--- config.mk ---
export PLATFORM = sky130hd
export DESIGN_NAME = lds_port
export DESIGN_NICKNAME = d
export VERILOG_FILES = /design/src/inc/lds_pkg.sv /design/src/design/lds_fifo.sv /design/src/design/lds_port.sv
export SDC_FILE = /design/constraint.sdc
export NUM_CORES = 1
export LEC_CHECK = 0
export ABC_AREA = 1
export BUFFER_PORTS_ARGS = -buffer_cell sky130_fd_sc_hd__buf_4
export CELL_PAD_IN_SITES_DETAIL_PLACEMENT = 0
export CELL_PAD_IN_SITES_GLOBAL_PLACEMENT = 1
export CORE_MARGIN = 3
export CORE_UTILIZATION = 49
export DETAILED_ROUTE_END_ITERATION = 16
export GPL_ROUTABILITY_DRIVEN = 0
export PLACE_DENSITY = 0.88
export SYNTH_ARGS = -nofsm -noshare
export SYNTH_HDL_FRONTEND = slang
export SYNTH_SLANG_ARGS = --single-unit
--- constraint.sdc ---
create_clock -name i_clk -period 4 [get_ports i_clk]
set_input_delay 0.4 -clock i_clk [delete_from_list [all_inputs] [get_ports i_clk]]
set_output_delay 0.4 -clock i_clk [all_outputs]
set_load 0.02 [all_outputs]
--- src/inc/lds_pkg.sv ---
// Purpose: shared constants and types for the LED driver serial register port
// Assumes: 10 MHz system clock, bus pins sampled through two flip-flops
// Notes: register offsets are pointer values carried in the command byte
package lds_pkg;
  // Device address, upper six bits fixed
  localparam logic [5:0] LDS_ADDR_UPPER = 6'h1C;
  // Register pointer values
  localparam logic [7:0] LDS_REG_NOP = 8'h00;
  localparam logic [7:0] LDS_REG_DECODE = 8'h01;
  localparam logic [7:0] LDS_REG_BRIGHT = 8'h02;
  localparam logic [7:0] LDS_REG_LIMIT = 8'h03;
  localparam logic [7:0] LDS_REG_CONFIG = 8'h04;
  localparam logic [7:0] LDS_REG_RSVD = 8'h05;
  localparam logic [7:0] LDS_REG_PORTIO = 8'h06;
  localparam logic [7:0] LDS_REG_LAMP = 8'h07;
  localparam logic [7:0] LDS_REG_KEYSET = 8'h08;
  localparam logic [7:0] LDS_REG_KEYDN = 8'h0C;
  localparam logic [7:0] LDS_REG_DIGIT0 = 8'h20;
  localparam logic [7:0] LDS_REG_DIGIT1 = 8'h21;
  localparam logic [7:0] LDS_REG_DIGIT2 = 8'h22;
  localparam logic [7:0] LDS_REG_DIGIT3 = 8'h23;
  localparam logic [7:0] LDS_REG_DISCRETE = 8'h24;
  localparam logic [7:0] LDS_PTR_TOP = 8'h7F;
  // Reset values
  localparam logic [7:0] LDS_RST_DECODE = 8'h00;
  localparam logic [7:0] LDS_RST_BRIGHT = 8'h04;
  localparam logic [7:0] LDS_RST_LIMIT = 8'h03;
  localparam logic [7:0] LDS_RST_CONFIG = 8'h00;
  localparam logic [7:0] LDS_RST_PORTIO = 8'h80;
  localparam logic [7:0] LDS_RST_LAMP = 8'h00;
  localparam logic [7:0] LDS_RST_DIGIT = 8'h00;
  localparam logic [7:0] LDS_RST_PTR = 8'h00;
  // Field positions
  localparam int LDS_HEX_MSB = 3;
  localparam int LDS_SEG_MSB = 6;
  // Receive FIFO shape
  localparam int LDS_FIFO_W = 9;
  localparam int LDS_FIFO_D = 4;

  // Protocol states
  typedef enum logic [2:0] {
    LDS_IDLE, LDS_ADDR, LDS_ACK, LDS_WRITE, LDS_READ, LDS_MACK, LDS_SKIP
  } lds_state_t;

  // Received byte with a flag marking the command byte
  typedef struct packed {
    logic is_cmd;
    logic [7:0] data;
  } lds_rx_t;

  // Register file contents
  typedef struct packed {
    logic [7:0] decode;
    logic [7:0] bright;
    logic [7:0] limit;
    logic [7:0] config_r;
    logic [7:0] portio;
    logic [7:0] lamp;
    logic [3:0][7:0] digit;
    logic [7:0] discrete;
  } lds_regs_t;
endpackage

--- src/design/lds_fifo.sv ---
// Purpose: small synchronous FIFO with valid and ready on both sides
// Assumes: single clock, asynchronous active-low reset
// Notes: full and empty derived from an occupancy count
module lds_fifo #(
  parameter int WIDTH = 9,
  parameter int DEPTH = 4
) (
  // Clock and reset
  input wire logic i_clk,
  input wire logic i_rstn,
  // Fill side
  input wire logic i_valid,
  input wire logic [WIDTH-1:0] i_data,
  output logic o_ready,
  // Drain side
  output logic o_valid,
  output logic [WIDTH-1:0] o_data,
  input wire logic i_ready
);
  localparam int AW = $clog2(DEPTH);
  typedef struct packed {
    logic [AW-1:0] wp;
    logic [AW-1:0] rp;
    logic [AW:0] cnt;
  } lds_fifo_st_t;
  lds_fifo_st_t s_q, s_d;
  logic [WIDTH-1:0] mem_q [DEPTH];
  logic push, pop;

  assign o_ready = (s_q.cnt != (AW+1)'(DEPTH));
  assign o_valid = (s_q.cnt != '0);
  assign o_data = mem_q[s_q.rp];
  assign push = i_valid && o_ready;
  assign pop = o_valid && i_ready;

  // Pointer and count update
  always_comb begin
    s_d = s_q;
    if (push) s_d.wp = s_q.wp + AW'(1);
    if (pop) s_d.rp = s_q.rp + AW'(1);
    s_d.cnt = s_q.cnt + (AW+1)'(push) - (AW+1)'(pop);
  end

  always_ff @(posedge i_clk or negedge i_rstn) begin
    if (!i_rstn) begin
      s_q <= '0;
    end else begin
      s_q <= s_d;
    end
  end

  // Storage needs no reset; occupancy guards reads
  always_ff @(posedge i_clk) begin
    if (push) mem_q[s_q.wp] <= i_data;
  end
endmodule

--- src/design/lds_port.sv ---
// Purpose: 2-wire serial slave port and register file of an LED display driver
// Assumes: bus pins asynchronous to i_clk; bus well below the 10 MHz clock
// Notes: written bytes pass a 4-entry FIFO before the register file
//
// Overview of operation
// - Idle bus has both lines high; device never pulls data while idle.
// - Data falling while clock high is a start; always restarts reception.
// - Data rising while clock high is a stop; device releases and waits.
// - Transmitter changes data only while clock is low.
// - Clock only sampled; data driven open-drain, low or released.
// - Transfer is start, address with direction, data bytes, stop.
// - Receiver pulls data low on ninth clock; device acks writes.
// - Eighth bit after address: low writes, high reads.
// - Address upper six bits 011100; lowest bit set by build option.
// - First written byte loads pointer; stop after it stores only that.
// - First data byte goes to the register the pointer selects.
// - Pointer increments after each data byte, holding at 0x7F.
// - Reads start at the stored pointer and increment the same way.
// - Writes to key status registers ignored; pointer still advances.
// - Digit registers drive segments a to g from bits 6 to 0.
// - Discrete register bit n drives segment line n.
// - Without decode a one lights a segment, a zero turns it off.
// - With decode, only low four bits select a hex character.
module lds_port
  import lds_pkg::*;
#(
  parameter bit ADDRESS_OPTION_BIT = 1'b0
) (
  // Clock and reset
  input wire logic i_clk,
  input wire logic i_rstn,
  // Serial bus pins
  input wire logic i_scl,
  input wire logic i_sda,
  output logic o_sda,
  output logic o_sda_oe,
  // Key status from the scanner
  input wire logic [7:0] i_key_settled,
  input wire logic [7:0] i_key_down,
  // Display outputs
  output logic [3:0][6:0] o_digit_seg,
  output logic [7:0] o_discrete_led,
  output logic [7:0] o_brightness,
  output logic [7:0] o_digit_limit,
  output logic [7:0] o_config,
  output logic [7:0] o_port_io,
  output logic [7:0] o_lamp_test
);
  // Whole module state
  typedef struct packed {
    logic [1:0] scl_s;
    logic [1:0] sda_s;
    logic scl_p;
    logic sda_p;
    lds_state_t st;
    logic [3:0] bitn;
    logic [7:0] sh;
    logic first;
    logic rd;
    logic oe;
    logic [7:0] ptr;
    lds_regs_t regs;
    logic [3:0][6:0] seg;
    logic [7:0] disc;
  } lds_st_t;
  lds_st_t s_q, s_d;

  // FIFO wiring
  lds_rx_t fin, fout;
  logic f_valid, f_ready, d_valid;
  logic scl_rise, scl_fall, start_c, stop_c;
  logic [6:0] own_addr;
  logic [7:0] rd_byte;

  lds_fifo #(.WIDTH(LDS_FIFO_W), .DEPTH(LDS_FIFO_D)) u_fifo (
    .i_clk(i_clk),
    .i_rstn(i_rstn),
    .i_valid(f_valid),
    .i_data(fin),
    .o_ready(f_ready),
    .o_valid(d_valid),
    .o_data(fout),
    .i_ready(1'b1)
  );

  // Bus events from the second synchroniser stage onward
  assign scl_rise = s_q.scl_s[1] && !s_q.scl_p;
  assign scl_fall = !s_q.scl_s[1] && s_q.scl_p;
  assign start_c = s_q.scl_s[1] && s_q.scl_p && s_q.sda_p && !s_q.sda_s[1];
  assign stop_c = s_q.scl_s[1] && s_q.scl_p && !s_q.sda_p && s_q.sda_s[1];
  assign own_addr = {LDS_ADDR_UPPER, ADDRESS_OPTION_BIT};

  // Read data mux; unmapped locations return zero
  always_comb begin
    case (s_q.ptr)
      LDS_REG_DECODE: rd_byte = s_q.regs.decode;
      LDS_REG_BRIGHT: rd_byte = s_q.regs.bright;
      LDS_REG_LIMIT: rd_byte = s_q.regs.limit;
      LDS_REG_CONFIG: rd_byte = s_q.regs.config_r;
      LDS_REG_PORTIO: rd_byte = s_q.regs.portio;
      LDS_REG_LAMP: rd_byte = s_q.regs.lamp;
      LDS_REG_KEYSET: rd_byte = i_key_settled;
      LDS_REG_KEYDN: rd_byte = i_key_down;
      LDS_REG_DIGIT0: rd_byte = s_q.regs.digit[0];
      LDS_REG_DIGIT1: rd_byte = s_q.regs.digit[1];
      LDS_REG_DIGIT2: rd_byte = s_q.regs.digit[2];
      LDS_REG_DIGIT3: rd_byte = s_q.regs.digit[3];
      LDS_REG_DISCRETE: rd_byte = s_q.regs.discrete;
      default: rd_byte = 8'h00;
    endcase
  end

  // Hex font: bits a..g as 6..0
  function automatic logic [6:0] hex_font(input logic [3:0] v);
    case (v)
      4'h0: hex_font = 7'h7E;
      4'h1: hex_font = 7'h30;
      4'h2: hex_font = 7'h6D;
      4'h3: hex_font = 7'h79;
      4'h4: hex_font = 7'h33;
      4'h5: hex_font = 7'h5B;
      4'h6: hex_font = 7'h5F;
      4'h7: hex_font = 7'h70;
      4'h8: hex_font = 7'h7F;
      4'h9: hex_font = 7'h7B;
      4'hA: hex_font = 7'h77;
      4'hB: hex_font = 7'h1F;
      4'hC: hex_font = 7'h4E;
      4'hD: hex_font = 7'h3D;
      4'hE: hex_font = 7'h4F;
      default: hex_font = 7'h47;
    endcase
  endfunction

  // Next-state logic
  always_comb begin
    s_d = s_q;
    f_valid = 1'b0;
    fin = '0;
    // Two-stage pin synchronisers, then one delayed copy for edges
    s_d.scl_s = {s_q.scl_s[0], i_scl};
    s_d.sda_s = {s_q.sda_s[0], i_sda};
    s_d.scl_p = s_q.scl_s[1];
    s_d.sda_p = s_q.sda_s[1];

    if (start_c) begin
      s_d.st = LDS_ADDR;
      s_d.bitn = 4'h0;
      s_d.oe = 1'b0;
    end else if (stop_c) begin
      s_d.st = LDS_IDLE;
      s_d.oe = 1'b0;
    end else begin
      case (s_q.st)
        LDS_ADDR, LDS_WRITE: begin
          if (scl_rise) begin
            s_d.sh = {s_q.sh[6:0], s_q.sda_s[1]};
            s_d.bitn = s_q.bitn + 4'h1;
          end else if (scl_fall && s_q.bitn == 4'h8) begin
            if (s_q.st == LDS_ADDR) begin
              if (s_q.sh[7:1] == own_addr) begin
                s_d.oe = 1'b1;
                s_d.st = LDS_ACK;
                s_d.first = ~s_q.sh[0];
                // Direction kept apart so later data bytes cannot turn the port
                s_d.rd = s_q.sh[0];
              end else begin
                s_d.st = LDS_SKIP;
              end
            end else if (f_ready) begin
              // Full FIFO withholds the ack so the master sees a refusal
              f_valid = 1'b1;
              fin.is_cmd = s_q.first;
              fin.data = s_q.sh;
              s_d.oe = 1'b1;
              s_d.st = LDS_ACK;
              s_d.first = 1'b0;
            end else begin
              s_d.st = LDS_SKIP;
            end
          end
        end
        LDS_ACK: begin
          if (scl_fall) begin
            s_d.bitn = 4'h0;
            // Only an address ack of a read frame hands the line to the port
            if (s_q.rd) begin
              // Read: first data bit driven at once
              s_d.st = LDS_READ;
              s_d.sh = rd_byte;
              s_d.oe = ~rd_byte[7];
            end else begin
              s_d.st = LDS_WRITE;
              s_d.oe = 1'b0;
            end
          end
        end
        LDS_READ: begin
          if (scl_rise) begin
            s_d.bitn = s_q.bitn + 4'h1;
          end else if (scl_fall) begin
            if (s_q.bitn == 4'h8) begin
              s_d.oe = 1'b0;
              s_d.st = LDS_MACK;
              if (s_q.ptr != LDS_PTR_TOP) s_d.ptr = s_q.ptr + 8'h01;
            end else begin
              s_d.sh = {s_q.sh[6:0], 1'b0};
              s_d.oe = ~s_q.sh[6];
            end
          end
        end
        LDS_MACK: begin
          if (scl_rise) begin
            s_d.bitn = s_q.sda_s[1] ? 4'hF : 4'h0;
          end else if (scl_fall) begin
            if (s_q.bitn == 4'h0) begin
              s_d.st = LDS_READ;
              s_d.sh = rd_byte;
              s_d.oe = ~rd_byte[7];
            end else begin
              s_d.st = LDS_SKIP;
            end
          end
        end
        LDS_SKIP: s_d.oe = 1'b0;
        LDS_IDLE: s_d.oe = 1'b0;
        default: s_d.st = LDS_IDLE;
      endcase
    end

    // Register file update from the FIFO
    if (d_valid) begin
      if (fout.is_cmd) begin
        s_d.ptr = fout.data;
      end else begin
        case (s_q.ptr)
          LDS_REG_DECODE: s_d.regs.decode = fout.data;
          LDS_REG_BRIGHT: s_d.regs.bright = fout.data;
          LDS_REG_LIMIT: s_d.regs.limit = fout.data;
          LDS_REG_CONFIG: s_d.regs.config_r = fout.data;
          LDS_REG_PORTIO: s_d.regs.portio = fout.data;
          LDS_REG_LAMP: s_d.regs.lamp = fout.data;
          LDS_REG_DIGIT0: s_d.regs.digit[0] = fout.data;
          LDS_REG_DIGIT1: s_d.regs.digit[1] = fout.data;
          LDS_REG_DIGIT2: s_d.regs.digit[2] = fout.data;
          LDS_REG_DIGIT3: s_d.regs.digit[3] = fout.data;
          LDS_REG_DISCRETE: s_d.regs.discrete = fout.data;
          default: ;
        endcase
        if (s_q.ptr != LDS_PTR_TOP) s_d.ptr = s_q.ptr + 8'h01;
      end
    end

    // Segment outputs, decoded or direct
    for (int i = 0; i < 4; i++) begin
      if (s_q.regs.decode[i]) begin
        s_d.seg[i] = hex_font(s_q.regs.digit[i][LDS_HEX_MSB:0]);
      end else begin
        s_d.seg[i] = s_q.regs.digit[i][LDS_SEG_MSB:0];
      end
    end
    s_d.disc = s_q.regs.discrete;
  end

  always_ff @(posedge i_clk or negedge i_rstn) begin
    if (!i_rstn) begin
      s_q <= '0;
      s_q.scl_s <= 2'b11;
      s_q.sda_s <= 2'b11;
      s_q.scl_p <= 1'b1;
      s_q.sda_p <= 1'b1;
      s_q.st <= LDS_IDLE;
      s_q.ptr <= LDS_RST_PTR;
      s_q.regs.decode <= LDS_RST_DECODE;
      s_q.regs.bright <= LDS_RST_BRIGHT;
      s_q.regs.limit <= LDS_RST_LIMIT;
      s_q.regs.config_r <= LDS_RST_CONFIG;
      s_q.regs.portio <= LDS_RST_PORTIO;
      s_q.regs.lamp <= LDS_RST_LAMP;
      s_q.regs.digit <= {4{LDS_RST_DIGIT}};
      s_q.regs.discrete <= LDS_RST_DIGIT;
    end else begin
      s_q <= s_d;
    end
  end

  // Outputs straight from flip-flops except o_sda, tied low, so the data pin is only ever pulled low
  assign o_sda = 1'b0;
  assign o_sda_oe = s_q.oe;
  assign o_digit_seg = s_q.seg;
  assign o_discrete_led = s_q.disc;
  assign o_brightness = s_q.regs.bright;
  assign o_digit_limit = s_q.regs.limit;
  assign o_config = s_q.regs.config_r;
  assign o_port_io = s_q.regs.portio;
  assign o_lamp_test = s_q.regs.lamp;
endmodule

==> results.sh <==
export IMPL_core_um2=22100
export IMPL_fill_cells=2060
export IMPL_arrival_ns=2.97
export IMPL_numCtsBuffers=17
export IMPL_avgSynthCellArea_um2=8.59
export IMPL_synth_xor_area_share_pct=0.707
export IMPL_layout_drive_gt1_share_pct=17.4
export IMPL_whs_ns=0.0623
export IMPL_hold_path_depth=1
export IMPL_wl_per_cell_um=17.9
export IMPL_intPower_uw=4690
export IMPL_path_clk_slew_ns=0.08
export IMPL_drc=0
export IMPL_setup_worst_path_start_class="register"
export IMPL_r2r_start="u_fifo.s_q[3]"
export IMPL_first_global_vias=8270
export IMPL_cp_end_kind="register"
export IMPL_fin_skew_ns=0.0134
export IMPL_ios=98
export IMPL_rsz0062_at_grt="false"
export IMPL_synthMuxAreaShare_pct=1.01
export IMPL_chipHeight_um=157
export IMPL_synth_compound_area_share_pct=13.3
export IMPL_first_pass_iters=5
export IMPL_vias=8680
export IMPL_die_area_um2=24600
export IMPL_fin_crit_sh_pct=66.2
export IMPL_fmax_mhz=378
export IMPL_vias_per_cell=5.43
export IMPL_synth_top_area_cell="dfrtp_1"
export IMPL_cpPeakStageDelay_ns=0.70
export IMPL_yosysTopAreaCellShare_pct=34.3
export IMPL_worstHoldStart="i_scl"
export IMPL_async_flop_share_pct=81.9
export IMPL_grt_use_total_pct=23.6
export IMPL_period_minus_slack_ns=2.65
export IMPL_hold_viol=0
export IMPL_antenna_found_initial=0
export IMPL_wirelength_um=28600
export IMPL_grt_max_degree=98
export IMPL_worstHoldPathType="input port to register"
export IMPL_clkSinkCount=199
export IMPL_p_sw_share_pct=45.3
export IMPL_hpwl_um=21300
export IMPL_synth_simple_gate_area_share_pct=22.5
export IMPL_synth_seq_cells=199
export IMPL_cts_tree="built"
export IMPL_ys_types=47
export IMPL_drv_cap=0
export IMPL_start_util_pct=50.5
export IMPL_cts_root_buf="clkbuf_16"
export IMPL_ys_seq_area_share_pct=46.4
export IMPL_ys_flop_type="dfrtp_1"
export IMPL_yosysWarnings=0
export IMPL_grt_pass1_wl_um=44800
export IMPL_antenna_cells=0
export IMPL_critPathRequiredTime_ns=4.33
export IMPL_synth_top_family_by_area="simple AND/OR/NAND/NOR gates"
export IMPL_synth_area_um2=11200
export IMPL_portBuffers=96
export IMPL_clockBufferDepth=2
export IMPL_area_delta_synth_final_pct=8.50
export IMPL_crit_path_max_fanout=21
export IMPL_synthAdderAreaFrac_pct=4.67
export IMPL_path_cells="inv_2 > nand2_1 > nand3_1 > nand2_2 > nand2_4 > nor3_4 > mux2_2"
export IMPL_overflow=0
export IMPL_total_power_uw=8570
export IMPL_fin_nets=1367
export IMPL_drv_slew=0
export IMPL_outcome="finished, final reports clean"
export IMPL_setup_viol=0
export IMPL_seqPwrFrac_pct=37.4
export IMPL_p_leak_uw=0.00566
export IMPL_power_switching_uw=3880
export IMPL_synthCells=1298
export IMPL_crit_type="register to register"
export IMPL_ant_nets=0
export IMPL_comb_power_share_pct=42.3
export IMPL_worstMarginPinSlew_ns=0.924
export IMPL_drt_iter0_markers=837
export IMPL_reg2reg_slack_ns=1.35
export IMPL_htreeDepth=4
export IMPL_synth_nets=1359
export IMPL_rows=54
export IMPL_fp_dieW_um=157
export IMPL_synth_edf_count=36
export IMPL_yosys_cell_count_top_type="nand2_1"
export IMPL_slew_headroom_pct=38.4
export IMPL_power_density_nw_per_um2=708
export IMPL_critical_path_slowest_cell="dfrtp_1"
export IMPL_yosys_top_cells_area="dfrtp_1 (34%), nand2_1 (9.8%), edfxtp_1 (9.7%)"
export IMPL_reg2reg_depth=7
export IMPL_tns_ns=0
export IMPL_r2r_end="o_lamp_test[3]"
export IMPL_clk_latency_ns=0.45
export IMPL_hold_path_endpoint="s_d[155]"
export IMPL_netlist_top_cells_count="nand2_1 (292), dfrtp_1 (153), nor2_1 (118)"
export IMPL_cts_repair_resized=0
export IMPL_pwr_share_clk_pct=20.4
export IMPL_peakVddDrop_mv=0.339
==> cell usage in the layout (no fill, tap or decap), drive strengths merged, types with 2 or more instances in the layout <==
master,synthesis,routed
o21a,32,32
o211ai,2,2
clkinv,13,21
edfxtp,36,36
a211oi,4,4
dfrtp,153,153
o21ai,116,116
nand4,5,5
inv,115,122
clkbuf,9,17
a32oi,2,2
a32o,3,3
nand2,304,304
dfstp,10,10
buf,101,98
ha,40,40
nand3,77,77
a22oi,17,17
mux2,10,10
nor2,148,148
o22ai,8,8
a21oi,56,56
xor2,6,6
a31oi,10,10
nor3,14,14
xnor2,3,3
==> how the worst max path moves through the flow <==
stage                  start            endpoint  cells past startpoint
6_report       u_fifo.s_q[3]      o_lamp_test[3]                      7
5_1_grt        u_fifo.s_q[3]      o_lamp_test[3]                      7
4_1_cts        u_fifo.s_q[3]      o_lamp_test[3]                      7
3_3_place_gp   u_fifo.s_q[1]       u_fifo.s_q[2]                      7
3_5_place_dp   u_fifo.s_q[3]      o_lamp_test[3]                      7
2_1_floorplan       s_q[143]  u_fifo.mem_q[1][0]                     11
==> power by group through the flow <==
stage	combinational (µW)	sequential, µW	clock (µW)
6_report	3620	3200	1750
5_1_grt	4010	3280	1850
4_1_cts	3610	3200	1770
3_5_place_dp	3590	3230	0
3_3_place_gp	3540	3220	0
2_1_floorplan	2950	2990	0
==> metal layers <==
metal | GRT usage, % | up-vias | share of wire [%]
met5 | 0 | - | 0
met4 | 7.92 | 0 | 2.4
met3 | 3.90 | 58 | 6.7
met2 | 39.4 | 292 | 49
met1 | 31.4 | 4135 | 42
li1 | - | 4195 | -
==> critical path: cells and delay by family (launching register included) <==
family                 cells  cell delay [ns]
and+or+nand+nor            5             1.18
DFF                        1             0.70
muxes                      1             0.41
buffers and inverters      1             0.25
==> area by class of cell <==
class | count | area, µm² | area share [%]
Sequential cell | 199 | 5170 | 42.7
Tap cell | 280 | 350 | 2.89
Timing Repair Buffer | 99 | 762 | 6.30
Inverter | 128 | 487 | 4.02
Clock inverter | 15 | 189 | 1.56
Multi-Input combinational cell | 861 | 4720 | 39.0
Clock buffer | 17 | 425 | 3.52
==> per-stage QoR <==
stage                     instances  cell area (µm²)  setup slack (ns)  util [%]
after floorplan                1298            11200              1.74         -
after global placement         1566            11500              1.49      51.9
after detailed placement       1566            11500              1.37      51.9
after CTS                      1599            12100              1.37      54.8
after global routing           1599            12100              1.07      54.8
final                          1599            12100              1.35      54.8
==> flip-flops by register name, summed over array words and instances (netlist names) <==
register,flops
s_q,67
u_fifo.mem_q,36
o_digit_seg,28
s_d,12
o_brightness,8
o_config,8
o_digit_limit,8
o_discrete_led,8
o_lamp_test,8
o_port_io,8
u_fifo.s_q,7
o_sda_oe,1
==> cells by family after synthesis <==
group	Yosys count
compound gates	251
xor+xnor	9
fa+ha+maj	41
buf+inv	238
flops	199
mux	10
other cells	1
simple gates	549
==> what timing repair did <==
| action | CTS | global route |
|---|---|---|
| hold buffers | 1 | 0 |
| buffers inserted | 0 | 0 |
| endpoints found under the hold margin | 60 | 0 |
Note: power is estimated with default switching activity, not from simulation.
